[src/logic/scr_consts.svh]
// Constants for the calibration pattern read and loop-off control block
`ifndef SCR_CONSTS_SVH
`define SCR_CONSTS_SVH
`define SCR_CMD_MRS 3'h0
`define SCR_CMD_READ 3'h5
`define SCR_CMD_NOP 3'h7
`define SCR_MR_ONE 3'h1
`define SCR_MR_THREE 3'h3
`define SCR_MR_ZERO 3'h0
`define SCR_MR1_LOOP_OFF_BIT 0
`define SCR_MR3_PATTERN_EN_BIT 2
`define SCR_MR0_CHOP_LO_BIT 0
`define SCR_MR0_CHOP_HI_BIT 1
`define SCR_CHOP_ON_THE_FLY 2'h1
`define SCR_CHOP_FIXED 2'h2
`define SCR_ADDR_CHOP_BIT 12
`define SCR_ADDR_NIBBLE_BIT 2
`define SCR_PATTERN_LOC0 2'h0
`define SCR_PATTERN_BITS 8'hAA
`define SCR_READ_LATENCY 4'h6
`define SCR_LOOP_OFF_SHIFT 4'h1
`define SCR_BEATS_FULL 4'h8
`define SCR_BEATS_CHOP 4'h4
`endif

[src/logic/scr_pkg.sv]
// Types for the calibration pattern read and loop-off control block
package scr_pkg;
  typedef enum logic [1:0] {
    SCR_IDLE = 2'b00,
    SCR_WAIT = 2'b01,
    SCR_BURST = 2'b11
  } scr_state_type;
  typedef struct packed {
    logic [1:0] clk_sync;
    logic clk_prev;
    logic [1:0][3:0] pins_sync;
    logic [1:0][2:0] bank_sync;
    logic [1:0][13:0] addr_sync;
    scr_state_type state;
    logic loop_off;
    logic pattern_en;
    logic [1:0] pattern_loc;
    logic [1:0] chop_mode;
    logic [3:0] wait_cnt;
    logic [3:0] beat_cnt;
    logic [2:0] beat_idx;
    logic [3:0] beats_total;
    logic [7:0] pattern;
  } scr_ctrl_state_type;
  typedef struct packed {
    logic [1:0] cnt;
    logic [1:0] wr_ptr;
    logic [1:0] rd_ptr;
    logic [1:0][15:0] mem;
    logic valid_out;
    logic [15:0] data_out;
  } scr_buf_state_type;
endpackage

[src/logic/scr_beat_buffer.sv]
// Two-entry beat buffer with valid and ready on both sides
`timescale 1ns/100ps
module scr_beat_buffer
  import scr_pkg::*;
(
  input wire logic core_clk,
  input wire logic reset_n,
  input wire logic in_valid,
  output logic in_ready,
  input wire logic [15:0] in_data,
  output logic out_valid,
  input wire logic out_ready,
  output logic [15:0] out_data
);
  scr_buf_state_type cur_ff;
  scr_buf_state_type nxt_ff;
  logic push;
  logic pop;
  // Handshakes
  assign in_ready = (cur_ff.cnt != 2'h2);
  assign push = in_valid && in_ready;
  assign pop = cur_ff.valid_out && out_ready;
  assign out_valid = cur_ff.valid_out;
  assign out_data = cur_ff.data_out;
  // Pointer and storage update
  always_comb begin
    nxt_ff = cur_ff;
    if (push) begin
      nxt_ff.mem[cur_ff.wr_ptr[0]] = in_data;
      nxt_ff.wr_ptr = cur_ff.wr_ptr + 2'h1;
    end
    if (pop) begin
      nxt_ff.rd_ptr = cur_ff.rd_ptr + 2'h1;
    end
    nxt_ff.cnt = cur_ff.cnt + {1'b0, push} - {1'b0, pop};
    // Output register shows head entry
    nxt_ff.valid_out = (nxt_ff.cnt != 2'h0);
    nxt_ff.data_out = nxt_ff.mem[nxt_ff.rd_ptr[0]];
  end
  // State register
  always_ff @(posedge core_clk or negedge reset_n) begin
    if (!reset_n) begin
      cur_ff <= '0;
    end else begin
      cur_ff <= nxt_ff;
    end
  end
endmodule // scr_beat_buffer

[src/logic/scr_calib_read_ctrl.sv]
// Calibration pattern read, command decode and loop-off read timing
// Summary of operation
// - Bit zero pattern copied across both lanes
// - Bank and high column bits ignored
// - Eight-beat read returns beats zero to seven
// - Chopped read picks nibble from A2
// - Chop fixed or chosen per read by A12
// - Pattern reads use normal read latency
// - Beat zero is pattern least significant bit
// - Location zero gives alternating pattern, others reserved
// - NOP registers no new command
// - Deselect executes no new command
// - Mode one bit zero turns loop off
// - Loop-off supports read latency six only; code takes one off any latency, added latency included
// - Loop-off strobe starts one cycle early
// - Mode three bit two enables pattern reads
// - Read with auto close acts as read
`timescale 1ns/100ps
`include "scr_consts.svh"
module scr_calib_read_ctrl
  import scr_pkg::*;
(
  input wire logic core_clk,
  input wire logic reset_n,
  input wire logic mem_clk,
  input wire logic cs_n,
  input wire logic ras_n,
  input wire logic cas_n,
  input wire logic we_n,
  input wire logic [2:0] bank_addr,
  input wire logic [13:0] addr,
  input wire logic [3:0] added_latency,
  output logic lower_byte_lane_valid,
  output logic [7:0] lower_byte_lane,
  output logic [7:0] upper_byte_lane,
  input wire logic lane_ready,
  output logic strobe_active,
  output logic loop_off_ff,
  output logic pattern_en_ff
);
  // ************************************************************
  // Command sampling and state
  // ************************************************************
  scr_ctrl_state_type cur_ff;
  scr_ctrl_state_type nxt_ff;
  logic clk_rise;
  logic cs_n_sync;
  logic ras_n_sync;
  logic cas_n_sync;
  logic we_n_sync;
  logic [2:0] cmd_code;
  logic [2:0] bank_sync;
  logic [13:0] addr_sync;
  logic cmd_mrs;
  logic cmd_read;
  logic chop_fixed;
  logic chop_otf;
  logic chop_sel;
  logic [2:0] first_beat;
  logic [7:0] pattern_sel;
  logic buf_ready;
  logic buf_valid;
  logic [15:0] buf_data;
  logic [3:0] lat_base;
  logic [3:0] lat_cycles;
  // ************************************************************
  // Pin synchronisers
  // ************************************************************
  // Edge of synchronised memory clock
  assign clk_rise = cur_ff.clk_sync[1] && !cur_ff.clk_prev;
  // Second stage of the command and address synchronisers
  assign cs_n_sync = cur_ff.pins_sync[1][3];
  assign ras_n_sync = cur_ff.pins_sync[1][2];
  assign cas_n_sync = cur_ff.pins_sync[1][1];
  assign we_n_sync = cur_ff.pins_sync[1][0];
  assign bank_sync = cur_ff.bank_sync[1];
  assign addr_sync = cur_ff.addr_sync[1];
  // ************************************************************
  // Command decode
  // ************************************************************
  // Row, column and write strobes form the command code
  assign cmd_code = {ras_n_sync, cas_n_sync, we_n_sync};
  // Chip select high or NOP decode to no command
  assign cmd_mrs = clk_rise && !cs_n_sync && (cmd_code == `SCR_CMD_MRS);
  // Read and read with auto close alike; A10 ignored
  assign cmd_read = clk_rise && !cs_n_sync && (cmd_code == `SCR_CMD_READ);
  // Chop fixed by mode, or per read with chop bit low
  assign chop_fixed = (cur_ff.chop_mode == `SCR_CHOP_FIXED);
  assign chop_otf = (cur_ff.chop_mode == `SCR_CHOP_ON_THE_FLY) && !addr_sync[`SCR_ADDR_CHOP_BIT];
  assign chop_sel = chop_fixed || chop_otf;
  // Chopped read starts at nibble from A2, full burst at beat zero
  assign first_beat = chop_sel ? {addr_sync[`SCR_ADDR_NIBBLE_BIT], 2'h0} : 3'h0;
  // Location zero pattern, reserved ones read zero
  assign pattern_sel = (cur_ff.pattern_loc == `SCR_PATTERN_LOC0) ? `SCR_PATTERN_BITS : 8'h00;
  // Normal read latency applies to pattern reads
  assign lat_base = added_latency + `SCR_READ_LATENCY;
  // Strobe starts one memory clock early with loop off
  assign lat_cycles = cur_ff.loop_off ? (lat_base - `SCR_LOOP_OFF_SHIFT) : lat_base;
  // ************************************************************
  // Mode and burst sequencing
  // ************************************************************
  // Next state
  always_comb begin
    nxt_ff = cur_ff;
    nxt_ff.clk_sync = {cur_ff.clk_sync[0], mem_clk};
    nxt_ff.clk_prev = cur_ff.clk_sync[1];
    // Two flip-flops on every command and address pin
    nxt_ff.pins_sync = {cur_ff.pins_sync[0], {cs_n, ras_n, cas_n, we_n}};
    nxt_ff.bank_sync = {cur_ff.bank_sync[0], bank_addr};
    nxt_ff.addr_sync = {cur_ff.addr_sync[0], addr};
    // Mode register capture; bank bits select register
    if (cmd_mrs) begin
      // Loop control in mode one
      if (bank_sync == `SCR_MR_ONE) begin
        nxt_ff.loop_off = addr_sync[`SCR_MR1_LOOP_OFF_BIT];
      end
      // Pattern enable and location in mode three
      if (bank_sync == `SCR_MR_THREE) begin
        nxt_ff.pattern_en = addr_sync[`SCR_MR3_PATTERN_EN_BIT];
        nxt_ff.pattern_loc = addr_sync[1:0];
      end
      // Chop mode in mode zero
      if (bank_sync == `SCR_MR_ZERO) begin
        nxt_ff.chop_mode = addr_sync[`SCR_MR0_CHOP_HI_BIT:`SCR_MR0_CHOP_LO_BIT];
      end
    end
    unique case (cur_ff.state)
      SCR_IDLE: begin
        // Only A2 and chop bit steer; bank bits ignored
        if (cmd_read && cur_ff.pattern_en) begin
          nxt_ff.state = SCR_WAIT;
          nxt_ff.wait_cnt = lat_cycles;
          // First beat from nibble select
          nxt_ff.beat_idx = first_beat;
          // Four beats when chopped, else eight
          if (chop_sel) begin
            nxt_ff.beats_total = `SCR_BEATS_CHOP;
          end else begin
            nxt_ff.beats_total = `SCR_BEATS_FULL;
          end
          // Pattern of the selected location
          nxt_ff.pattern = pattern_sel;
          nxt_ff.beat_cnt = 4'h0;
        end
      end
      SCR_WAIT: begin
        // Count memory clock rises to strobe start
        if (clk_rise) begin
          if (cur_ff.wait_cnt <= 4'h1) begin
            nxt_ff.state = SCR_BURST;
          end else begin
            nxt_ff.wait_cnt = cur_ff.wait_cnt - 4'h1;
          end
        end
      end
      SCR_BURST: begin
        // One beat per core clock, stalls on buffer full
        if (buf_ready) begin
          nxt_ff.beat_idx = cur_ff.beat_idx + 3'h1;
          nxt_ff.beat_cnt = cur_ff.beat_cnt + 4'h1;
          if (cur_ff.beat_cnt + 4'h1 == cur_ff.beats_total) begin
            nxt_ff.state = SCR_IDLE;
          end
        end
      end
      default: begin
        nxt_ff.state = SCR_IDLE;
      end
    endcase
  end
  // ************************************************************
  // Beat data and buffer
  // ************************************************************
  logic beat_bit;
  logic [15:0] beat_word;
  // Beat index picks pattern bit, LSB first
  assign beat_bit = cur_ff.pattern[cur_ff.beat_idx];
  // Bit zero of each lane carries pattern, others copy
  assign beat_word = {16{beat_bit}};
  scr_beat_buffer u_buf (
    .core_clk(core_clk),
    .reset_n(reset_n),
    .in_valid(cur_ff.state == SCR_BURST),
    .in_ready(buf_ready),
    .in_data(beat_word),
    .out_valid(buf_valid),
    .out_ready(lane_ready),
    .out_data(buf_data)
  );
  // ************************************************************
  // State and output registers
  // ************************************************************
  // State register
  always_ff @(posedge core_clk or negedge reset_n) begin
    if (!reset_n) begin
      cur_ff <= '0;
    end else begin
      cur_ff <= nxt_ff;
    end
  end
  // Registered outputs
  always_ff @(posedge core_clk or negedge reset_n) begin
    if (!reset_n) begin
      lower_byte_lane_valid <= 1'b0;
      lower_byte_lane <= 8'h00;
      upper_byte_lane <= 8'h00;
      strobe_active <= 1'b0;
      loop_off_ff <= 1'b0;
      pattern_en_ff <= 1'b0;
    end else begin
      lower_byte_lane_valid <= buf_valid && lane_ready;
      lower_byte_lane <= buf_data[7:0];
      upper_byte_lane <= buf_data[15:8];
      strobe_active <= (cur_ff.state == SCR_BURST);
      loop_off_ff <= cur_ff.loop_off;
      pattern_en_ff <= cur_ff.pattern_en;
    end
  end
endmodule // scr_calib_read_ctrl

[config.mk]
export PLATFORM = sky130hd
export DESIGN_NAME = scr_calib_read_ctrl
export DESIGN_NICKNAME = d
export VERILOG_FILES = /design/src/logic/scr_pkg.sv /design/src/logic/scr_beat_buffer.sv /design/src/logic/scr_calib_read_ctrl.sv
export VERILOG_INCLUDE_DIRS = /design/src /design/src/logic
export SDC_FILE = /design/constraint.sdc
export NUM_CORES = 1
export LEC_CHECK = 0
export BUFFER_PORTS_ARGS = -buffer_cell sky130_fd_sc_hd__buf_2
export CELL_PAD_IN_SITES_DETAIL_PLACEMENT = 1
export CELL_PAD_IN_SITES_GLOBAL_PLACEMENT = 1
export CORE_MARGIN = 5
export CORE_UTILIZATION = 35
export CTS_CLUSTER_SIZE = 8
export DETAILED_ROUTE_END_ITERATION = 10
export PLACE_DENSITY = 0.66
export SLEW_MARGIN = 20
export SYNTH_ARGS = -nofsm -noshare
export SYNTH_HDL_FRONTEND = slang
export SYNTH_SLANG_ARGS = --single-unit
[constraint.sdc]
create_clock -name core_clk -period 2.2 [get_ports core_clk]
set_input_delay 0.44 -clock core_clk [delete_from_list [all_inputs] [get_ports core_clk]]
set_output_delay 0.44 -clock core_clk [all_outputs]
set_load 0.005 [all_outputs]
==> results.cfg, run 1 <==
[detailed_routing]
drt_iter0_markers = 114
avgViaCountPerCell = 4.95
drt_wl_total_microns = 8220
route.vias.total = 2545
dr.pass1.iters = 4
wl_per_cell_microns = 16.0
ant_nets = 0
drc = 0

[clock_tree]
cts_made_buffers = 17
clock-sinks = 118
cts_htree_levels = 4
clk_pin_slew_worst_paths_ns = 0.05
post-cts-setup-buffers = 0
cts_tree = yes
post_cts_resized = 0
clock_latency_ns = 0.41
cts_root_buffer = clkbuf_16
ctsHoldBuffers = 0
cts_buffer_depth = 2

[power_and_ir_drop]
switchingPower_w = 0.00131
comb_power_share_pct = 8.9
netSwitchingFraction_pct = 22.4
power_frac_clock_pct = 51.6
leakagePower_nw = 2.98
pwr-share-seq_pct = 39.5
ir_drop_v = 0.000559
powerDensity_mw_per_mm2 = 1080
p_int_w = 0.00453

[yosys]
synth.distinct_cells = 48
synth_edf_count = 0
ys_ff_latch = 118
yosys_warnings = 0
postSynthCellCount = 297
syn-num-nets = 336
synthesis.area_sq_mm = 0.00430
ys.flop_type = dfrtp_1
synthArstFlopShare_pct = 100
avgSynthCellArea_sq_um = 14.5
synth_seq_area_share_pct = 68.6

[job]
drv_cap = 0

[finish]
final_util_pct = 45.0
n_fill_cell = 1202
area_growth_pct = 25.7
n_antenna_cell = 0
post-route-cell-area_sq_mm = 0.00541
finalNetCount = 395
drive_above_1_share_pct = 28.3

[sta]
fin_crit_sh_pct = 95.0
skew_ns = 0.00539
worst_slew_pin_slew_ns = 0.708
holdWs_ns = 0.0292
rsz0062_at_grt = no
finalHoldViolCount = 0
fin_crit_ns = 2.09
slew_headroom_pct = 52.6
finalSetupViolations = 0
tns_ns = 0
timing.fmax_mhz = 478
maxSlewViolCount = 0

[floorplanning]
start_util_pct = 35.8
die-area_sq_mm = 0.0146
die_h_microns = 121
top_level_ports = 49
rows = 40
die_w_microns = 121
core-area_sq_mm = 0.0120

[critical_path]
reg2reg_to = cur_ff[23]
critPathMaxFanout = 4
ff2ff_path_depth = 4
crit-reg2reg-launch = cur_ff[73]
reg2reg_slack_ns = 0.11
cp.required_ns = 2.50
worstSetupPathType = flip-flop to flip-flop
start_kind = flip-flop
startpoint = cur_ff[73]
arrival_ns = 2.39
worstSetupEndpointType = flip-flop

[worst_hold_path]
hold_class = input port to async pin

[global_route]
grt_max_degree = 45
grt_pass1_wl_microns = 14100
grt_antenna_before_repair = 0
grt_pass1_vias = 2839
overflow = 0
grt_usage_pct = 12.7

[placed_design]
port-buffer-count = 38
post_dp_cell_area_sq_mm = 0.00475
gp_congestion = 0.716
hpwl_microns = 5310

[status]
status = finished clean
==> per-layer routing <==
metal  share of wire, %  wire, microns  vias to the layer above  GRT usage, %
met5                  0              0                        -             0
met1                 45           3670                     1308          15.3
met3                4.5            371                       14          4.90
met2                 49           4010                       46          20.1
li1                   -              -                     1177             -
met4                2.1            175                        0          5.95
==> worst max path at each step <==
stage                    endpoint  slack (ns)  cells after the start
6_report               cur_ff[23]        0.11                      4
5_1_grt                cur_ff[24]       0.005                      4
4_1_cts         u_buf.out_data[1]        0.03                      4
3_5_place_dp    u_buf.out_data[3]      -0.005                      5
3_3_place_gp   u_buf.out_data[13]        0.07                      5
2_1_floorplan          cur_ff[21]        0.26                      6
==> power groups by stage <==
stage | Sequential (W) | Combinational [W] | Clock [W]
after floorplan | 0.00233 | 0.000310 | 0
after global placement | 0.00234 | 0.000496 | 0
after detailed placement | 0.00235 | 0.000529 | 0
after CTS | 0.00231 | 0.000530 | 0.00307
after global routing | 0.00232 | 0.000576 | 0.00319
final | 0.00231 | 0.000520 | 0.00301
==> stage by stage <==
step / total power (W) / worst slack [ns] / instances
after global routing: 0.00609 / 0.00506 / 514
after detailed placement: 0.00288 / -0.00536 / 484
after CTS: 0.00591 / 0.0298 / 514
after global placement: 0.00284 / 0.0656 / 484
after floorplan: 0.00264 / 0.257 / 297
final: 0.00584 / 0.110 / 514
==> registers in the layout, indices dropped and copies added (netlist names) <==
name,cells
cas_n_sync,1
addr_sync,4
bank_sync,3
u_buf.cur_ff,36
cmd_code,2
cs_n_sync,1
loop_off_ff,1
pattern_en_ff,1
u_buf.out_valid,1
upper_byte_lane,8
lower_byte_lane_valid,1
strobe_active,1
cur_ff,34
u_buf.out_data,16
lower_byte_lane,8
==> placed cells by master, fill, tap and decap left out, drive strengths merged, types with 5 or more instances in the layout <==
cell type	instances
a21o	33
nand2	12
clkbuf	22
inv	10
xnor2	6
nor2	12
ha	10
dfrtp	118
mux2	9
bufinv	5
a221o	16
nand3	6
buf	52
==> layout make-up <==
class                      instances  area (sq um)  share of cell area, %
timing repair buffer              52           323                   5.97
clock inverter                     8           171                   3.17
multi-input combinational        157          1260                   23.4
sequential                       118          2950                   54.6
tap                              147           184                   3.40
inverter                          10          37.5                  0.694
clock buffer                      22           474                   8.77
==> Yosys cell counts, types with 4 or more instances <==
cell,n,area share [%]
a221o_1,16,3.7
dfrtp_1,118,69
nand2b_1,4,0.58
ha_1,10,2.9
nand3_1,5,0.58
mux2_2,9,2.4
xnor2_1,6,1.2
nor2_1,11,0.96
inv_1,8,0.70
buf_2,7,0.81
and3_1,4,0.58
clkbuf_1,5,0.44
a21o_1,33,5.8
nand2_1,11,0.96
==> critical path: stages (launching register included) <==
cell     delay (ns)
dfrtp_1        0.39
or4b_4         0.58
nor4_2         0.24
nor3b_1        0.38
mux2_2         0.38
==> cells by family (layout without fill, tap and decap cells) <==
kind of cell / Yosys count / after routing / share of synthesized area [%]
xor+xnor: 11 / 11 / 2.88
compound gates: 67 / 67 / 12.6
simple gates: 58 / 58 / 8.00
flops: 118 / 118 / 68.6
fa+ha+maj: 10 / 10 / 2.91
buf+inv: 22 / 92 / 2.12
mux: 11 / 11 / 2.82
No activity file was read; power rests on OpenSTA's default activity.
==> inputs of run 2 (changes only) <==
--- a/config.mk
+++ b/config.mk
@@ -6,6 +6,7 @@
 export SDC_FILE = /design/constraint.sdc
 export NUM_CORES = 1
 export LEC_CHECK = 0
+export ABC_AREA = 1
 export BUFFER_PORTS_ARGS = -buffer_cell sky130_fd_sc_hd__buf_2
 export CELL_PAD_IN_SITES_DETAIL_PLACEMENT = 1
 export CELL_PAD_IN_SITES_GLOBAL_PLACEMENT = 1
@@ -13,7 +14,7 @@
 export CORE_UTILIZATION = 35
 export CTS_CLUSTER_SIZE = 8
 export DETAILED_ROUTE_END_ITERATION = 10
-export PLACE_DENSITY = 0.66
+export PLACE_DENSITY = 0.68
 export SLEW_MARGIN = 20
 export SYNTH_ARGS = -nofsm -noshare
 export SYNTH_HDL_FRONTEND = slang
==> run 2 against run 1 <==
  * Non-clock buffer count fell by 6
  * Power increased by 5.8%
  * Via count rose by 14%
  * Wire length up 5.1%
  * Clock power shrank 11%
  * Sequential power rose by 15%
  * Largest power group unchanged
==> results.cfg, run 2 <==
[placed_design]
hpwl_microns = 5680
port-buffer-count = 38
gp_congestion = 0.776

[yosys]
synth.distinct_cells = 30
syn-num-nets = 429
synth_seq_area_share_pct = 67.7
synth_edf_count = 0
synthArstFlopShare_pct = 100
ys.flop_type = dfrtp_1
synth.area.top_cells = dfrtp_1 (68%), nand2_1 (7.1%), o21ai_0 (4.4%)
postSynthCellCount = 390
yosys_warnings = 0
synth_top_area_share_pct = 67.7
netlist_top_cells_count = dfrtp_1 (118), nand2_1 (83), o21ai_0 (38)
yosys.cell_count.top_type = dfrtp_1
synthesis.area_sq_mm = 0.00436
avgSynthCellArea_sq_um = 11.2
ys_ff_latch = 118
yosys.area.top_type = dfrtp_1

[finish]
largest_register_ffs = 36
area_growth_pct = 22.3
final_common_cell = dfrtp_1
final_util_pct = 44.0
mostFrequentLayoutCells = dfrtp_1 (118), nand2_1 (83), o21ai_0 (38)
top_register = u_buf.cur_ff
drive_above_1_share_pct = 19.8
finalNetCount = 480
n_antenna_cell = 0

[clock_tree]
cts_buffer_depth = 2
clk_pin_slew_worst_paths_ns = 0.06
cts_root_buffer = clkbuf_16
ctsHoldBuffers = 0
clock_latency_ns = 0.42
post_cts_resized = 0
clock-sinks = 118
cts_made_buffers = 17
cts_htree_levels = 4
cts_tree = yes
post-cts-setup-buffers = 0

[critical_path]
path_cells = nand2_2 -> clkinv_2 -> nand2_4 -> inv_1 -> ha_1 -> xnor2_1 -> xnor2_1 -> or2_2
ff2ff_path_depth = 8
reg2reg_slack_ns = 0.35
cp.required_ns = 2.49
worstSetupPathType = flip-flop to flip-flop
critPathMaxFanout = 21
start_kind = flip-flop
crit_cells = 8
max_stage_delay_ns = 0.42
slowest_stage = dfrtp_1
path_common_cell = xnor2_1
crit-reg2reg-launch = cur_ff[30]
startpoint = cur_ff[30]
critical_path.top_delay_family = simple AND/OR/NAND/NOR gates
reg2reg_to = u_buf.out_valid
worst-path-buf-inv = 2
arrival_ns = 2.14
worstSetupEndpointType = flip-flop
critical_path.endpoint = u_buf.out_valid

[power_and_ir_drop]
power_w = 0.00618
p_int_w = 0.00455
power_frac_clock_pct = 43.5
netSwitchingFraction_pct = 26.5
powerDensity_mw_per_mm2 = 1160
pwr-share-seq_pct = 42.8
comb_power_share_pct = 13.7
switchingPower_w = 0.00164
ir_drop_v = 0.000659
leakagePower_nw = 2.78

[global_route]
grt_pass1_wl_microns = 14800
grt_pass1_vias = 3113
grt_antenna_before_repair = 0
grt_usage_pct = 13.0
grt_max_degree = 44
overflow = 0

[floorplanning]
die-area_sq_mm = 0.0148
core-area_sq_mm = 0.0121
die_h_microns = 122
die_w_microns = 122
top_level_ports = 49
rows = 40
start_util_pct = 36.0

[detailed_routing]
drt_wl_total_microns = 8640
drt_iter0_markers = 128
route.vias.total = 2903
wl_per_cell_microns = 13.9
dr.pass1.iters = 4
avgViaCountPerCell = 4.67
ant_nets = 0
drc = 0

[job]
drv_cap = 0

[sta]
finalSetupViolations = 0
fin_crit_ns = 1.85
worst_slew_pin_slew_ns = 0.588
fin_crit_sh_pct = 84.2
slew_headroom_pct = 60.8
skew_ns = 0.0124
tns_ns = 0
finalHoldViolCount = 0
maxSlewViolCount = 0
timing.fmax_mhz = 540
rsz0062_at_grt = no

[worst_hold_path]
hold_class = input port to async pin

[status]
status = finished clean
[run 2: changes by cell type in the layout (fill, tap and decap cells not counted), sizes merged, moves of 6 or more]
cell / before / now
a21o: 33 / 0
a221o: 16 / 0
a31oi: 1 / 16
buf: 52 / 46
clkinv: 2 / 8
inv: 10 / 30
mux2: 9 / 0
nand2: 12 / 89
nand3: 6 / 12
nor2: 12 / 29
o21ai: 3 / 47
[run 2: power by group through the flow]
stage	sequential, W	combinational, W	clock [W]
global placement	0.00268	0.000851	0
floorplan	0.00267	0.000514	0
global route	0.00268	0.000977	0.00284
detailed placement	0.00269	0.000878	0
finish	0.00265	0.000848	0.00269
CTS	0.00266	0.000879	0.00274
[run 2: worst reg2reg max path: stages, from the launching register on]
cell and delay, ns:
dfrtp_1 0.42, nand2_2 0.09, clkinv_2 0.07, nand2_4 0.20, inv_1 0.15, ha_1 0.23, xnor2_1 0.17, xnor2_1 0.11
or2_2 0.28
[run 2: final cells by class]
class                   instances  area [sq um]
clock buffers                  18           429
clock inverters                14           151
fillers                      1367          6780
inverters                      28           106
multi-input cells             230          1200
flip-flops and latches        118          2950
well taps                     168           210
repair buffers                 46           278
[run 2: metrics by stage]
step	instance area, sq um	cells	hold slack, ns	worst slack [ns]
final	5330	622	0.0331	0.348
after global routing	5330	622	0.0605	0.207
after CTS	5330	622	0.0407	0.318
after detailed placement	4750	590	0.336	0.282
after global placement	4750	590	0.334	0.328
after floorplan	4360	390	0.144	0.437
[run 2: cell families (layout without fill, tap and decap cells)]
group / count (synthesis) / count (layout) / synth area share (%)
AO/OA/AOI/OAI: 74 / 74 / 9.21
XOR/XNOR: 8 / 8 / 1.61
adder cells (fa/ha/maj): 10 / 10 / 2.87
buffers and inverters: 42 / 106 / 4.85
flip-flops: 118 / 118 / 67.7
AND/OR/NAND/NOR: 138 / 138 / 13.7
[run 2: worst min-delay path by stage]
stage | start | end
final | reset_n | lower_byte_lane[1]
after global routing | reset_n | lower_byte_lane[1]
after CTS | reset_n | lower_byte_lane[1]
after detailed placement | u_buf.out_data[1] | lower_byte_lane[1]
after global placement | cur_ff[74] | cur_ff[75]
after floorplan | reset_n | addr_sync[0]
[run 2: per-layer routing]
metal	wire length (microns)	share of wire, %	vias up	global-route usage, %
met4	188	2.2	0	6.51
met2	4440	51	38	21.4
met3	314	3.6	15	4.36
li1	-	-	1379	-
met5	0	0	-	0
met1	3700	43	1471	15.1
==> inputs of run 3 (changes only) <==
==> constraint.sdc (replaced) <==
create_clock -name core_clk -period 1.89 [get_ports core_clk]
set_input_delay 0.378 -clock core_clk [delete_from_list [all_inputs] [get_ports core_clk]]
set_output_delay 0.378 -clock core_clk [all_outputs]
set_load 0.005 [all_outputs]
==> run 3 against run 2 <==
  * Global-route usage up 0.53 points
  * Sequential share of layout area down 1.8 points
  * First-iteration DRC count down 43%
  * Fmax up 9.9%
  * Critical path depth unchanged
  * Clock power up 37%
  * Sequential power up 16%
  * Cell count up 0.32%
  * Combinational power up 26%
  * Hold slack better by 0.040 ns
  * Power up 27%
  * Cell area up 3.3%
  * Critical path type unchanged
==> results.cfg, run 3 (synthesis results as in run 2) <==
[power_and_ir_drop]
p_int_w = 0.00598
netSwitchingFraction_pct = 23.6
switchingPower_w = 0.00185
powerDensity_mw_per_mm2 = 1420
comb_power_share_pct = 13.7
leakagePower_nw = 2.87
ir_drop_v = 0.000577
pwr-share-seq_pct = 39.4
power_frac_clock_pct = 47.0

[detailed_routing]
avgViaCountPerCell = 4.65
top_layer_used = met4
wl_per_cell_microns = 14.3
ant_nets = 0
dr.pass1.iters = 4
wl_met1_microns = 3820
wl_met2_microns = 4670
wl_met3_microns = 268
drt_iter0_markers = 73
drt_wl_total_microns = 8920
drc = 0
route.vias.total = 2903

[critical_path]
worstSetupPathType = flip-flop to flip-flop
slowest_stage = dfrtp_1
critPathMaxFanout = 2
start_kind = flip-flop
path_cells = nand2_1 -> inv_1 -> ha_1 -> inv_1 -> ha_1 -> xnor2_1 -> xnor2_1 -> or2_2
critical_path.top_delay_family = adder cells
arrival_ns = 1.97
max_stage_delay_ns = 0.36
worst-path-buf-inv = 2
cp.required_ns = 2.18
worstSetupEndpointType = flip-flop

[floorplanning]
start_util_pct = 36.0
die_w_microns = 122
core-area_sq_mm = 0.0121
top_level_ports = 49
rows = 40
die_h_microns = 122
die-area_sq_mm = 0.0148

[finish]
register_area_sq_mm = 0.00295
multiInputGateArea_sq_mm = 0.00120
finalNetCount = 482
area_growth_pct = 26.3
drive_above_1_share_pct = 20.2
n_antenna_cell = 0
n_fill_cell = 1344
final_common_cell = dfrtp_1
final-instance-count-excl-fill = 624
mostFrequentLayoutCells = dfrtp_1 (118), nand2_1 (83), o21ai_0 (38)
top_register = u_buf.cur_ff
largest_register_ffs = 36

[sta]
skew_ns = 0.00790
rsz0062_at_grt = no
finalHoldViolCount = 0
fin_crit_ns = 1.68
tns_ns = 0
slew_headroom_pct = 64.1
maxSlewViolCount = 0
worst_slew_pin_slew_ns = 0.538
finalSetupViolations = 0
timing.fmax_mhz = 594
fin_crit_sh_pct = 89.1

[clock_tree]
post_cts_resized = 0
cts_root_buffer = clkbuf_16
cts_buffer_depth = 2
cts_tree = yes
cts_htree_levels = 4
cts_made_buffers = 17
clock_latency_ns = 0.41
clk_pin_slew_worst_paths_ns = 0.05
clock-sinks = 118

[global_route]
grt_usage_pct = 13.5
grt_pass1_vias = 3249
overflow = 0
grt_antenna_before_repair = 0
grt_pass1_wl_microns = 15500
grt_max_degree = 40

[worst_hold_path]
hold_class = input port to flip-flop

[placed_design]
hpwl_microns = 5760
dp_cells = 591
port-buffer-count = 38
gp_congestion = 0.722

[status]
status = finished clean

[job]
drv_cap = 0
## run 3: path summary, 6_finish.rpt
path	startpoint	endpoint	slack (ns)	cells after the start
max	u_buf.out_valid	u_buf.out_valid	0.21	8
min	ras_n	cur_ff[67]	0.07	1
max reg2reg	u_buf.out_valid	u_buf.out_valid	0.21	8
min reg2reg	u_buf.out_data[4]	lower_byte_lane[4]	0.34	0
max in group asynchronous	reset_n	cur_ff[21]	0.84	3
min in group asynchronous	reset_n	u_buf.out_data[3]	0.49	2
## run 3: power groups by stage
stage                     clock [W]  combinational [W]  sequential (W)
after floorplan                   0           0.000598         0.00310
after global placement            0            0.00107         0.00311
after detailed placement          0            0.00109         0.00313
after CTS                   0.00377            0.00110         0.00309
after global routing        0.00388            0.00122         0.00313
final                       0.00368            0.00107         0.00308
## run 3: routing by layer
layer	GRT usage [%]	up-vias
met5	0	-
met3	4.32	16
li1	-	1380
met1	16.0	1475
met2	22.5	32
met4	5.88	0
## run 3: final cells by class
class                   instances  area share, %
well taps                     168           3.82
flip-flops and latches        118           53.6
inverters                      28           1.93
multi-input cells             230           21.8
repair buffers                 48           6.27
clock buffers                  20           8.48
clock inverters                12           4.02
## run 3: per-stage QoR
step,worst slack [ns],instance area (sq um),hold slack (ns),total power (W),utilization [%]
3_3_place_gp,0.140,4810,0.333,0.00418,39.7
4_1_cts,0.189,5510,0.0552,0.00797,45.5
5_1_grt,0.0594,5510,0.0513,0.00823,45.5
3_5_place_dp,0.0943,4810,0.336,0.00422,39.7
2_1_floorplan,0.127,4360,0.0824,0.00370,-
6_report,0.205,5510,0.0730,0.00783,45.5
## run 3: timing repair
item,in CTS,in global routing
hold endpoints to repair,36,0
hold buffers,1,0
buffers inserted,0,0
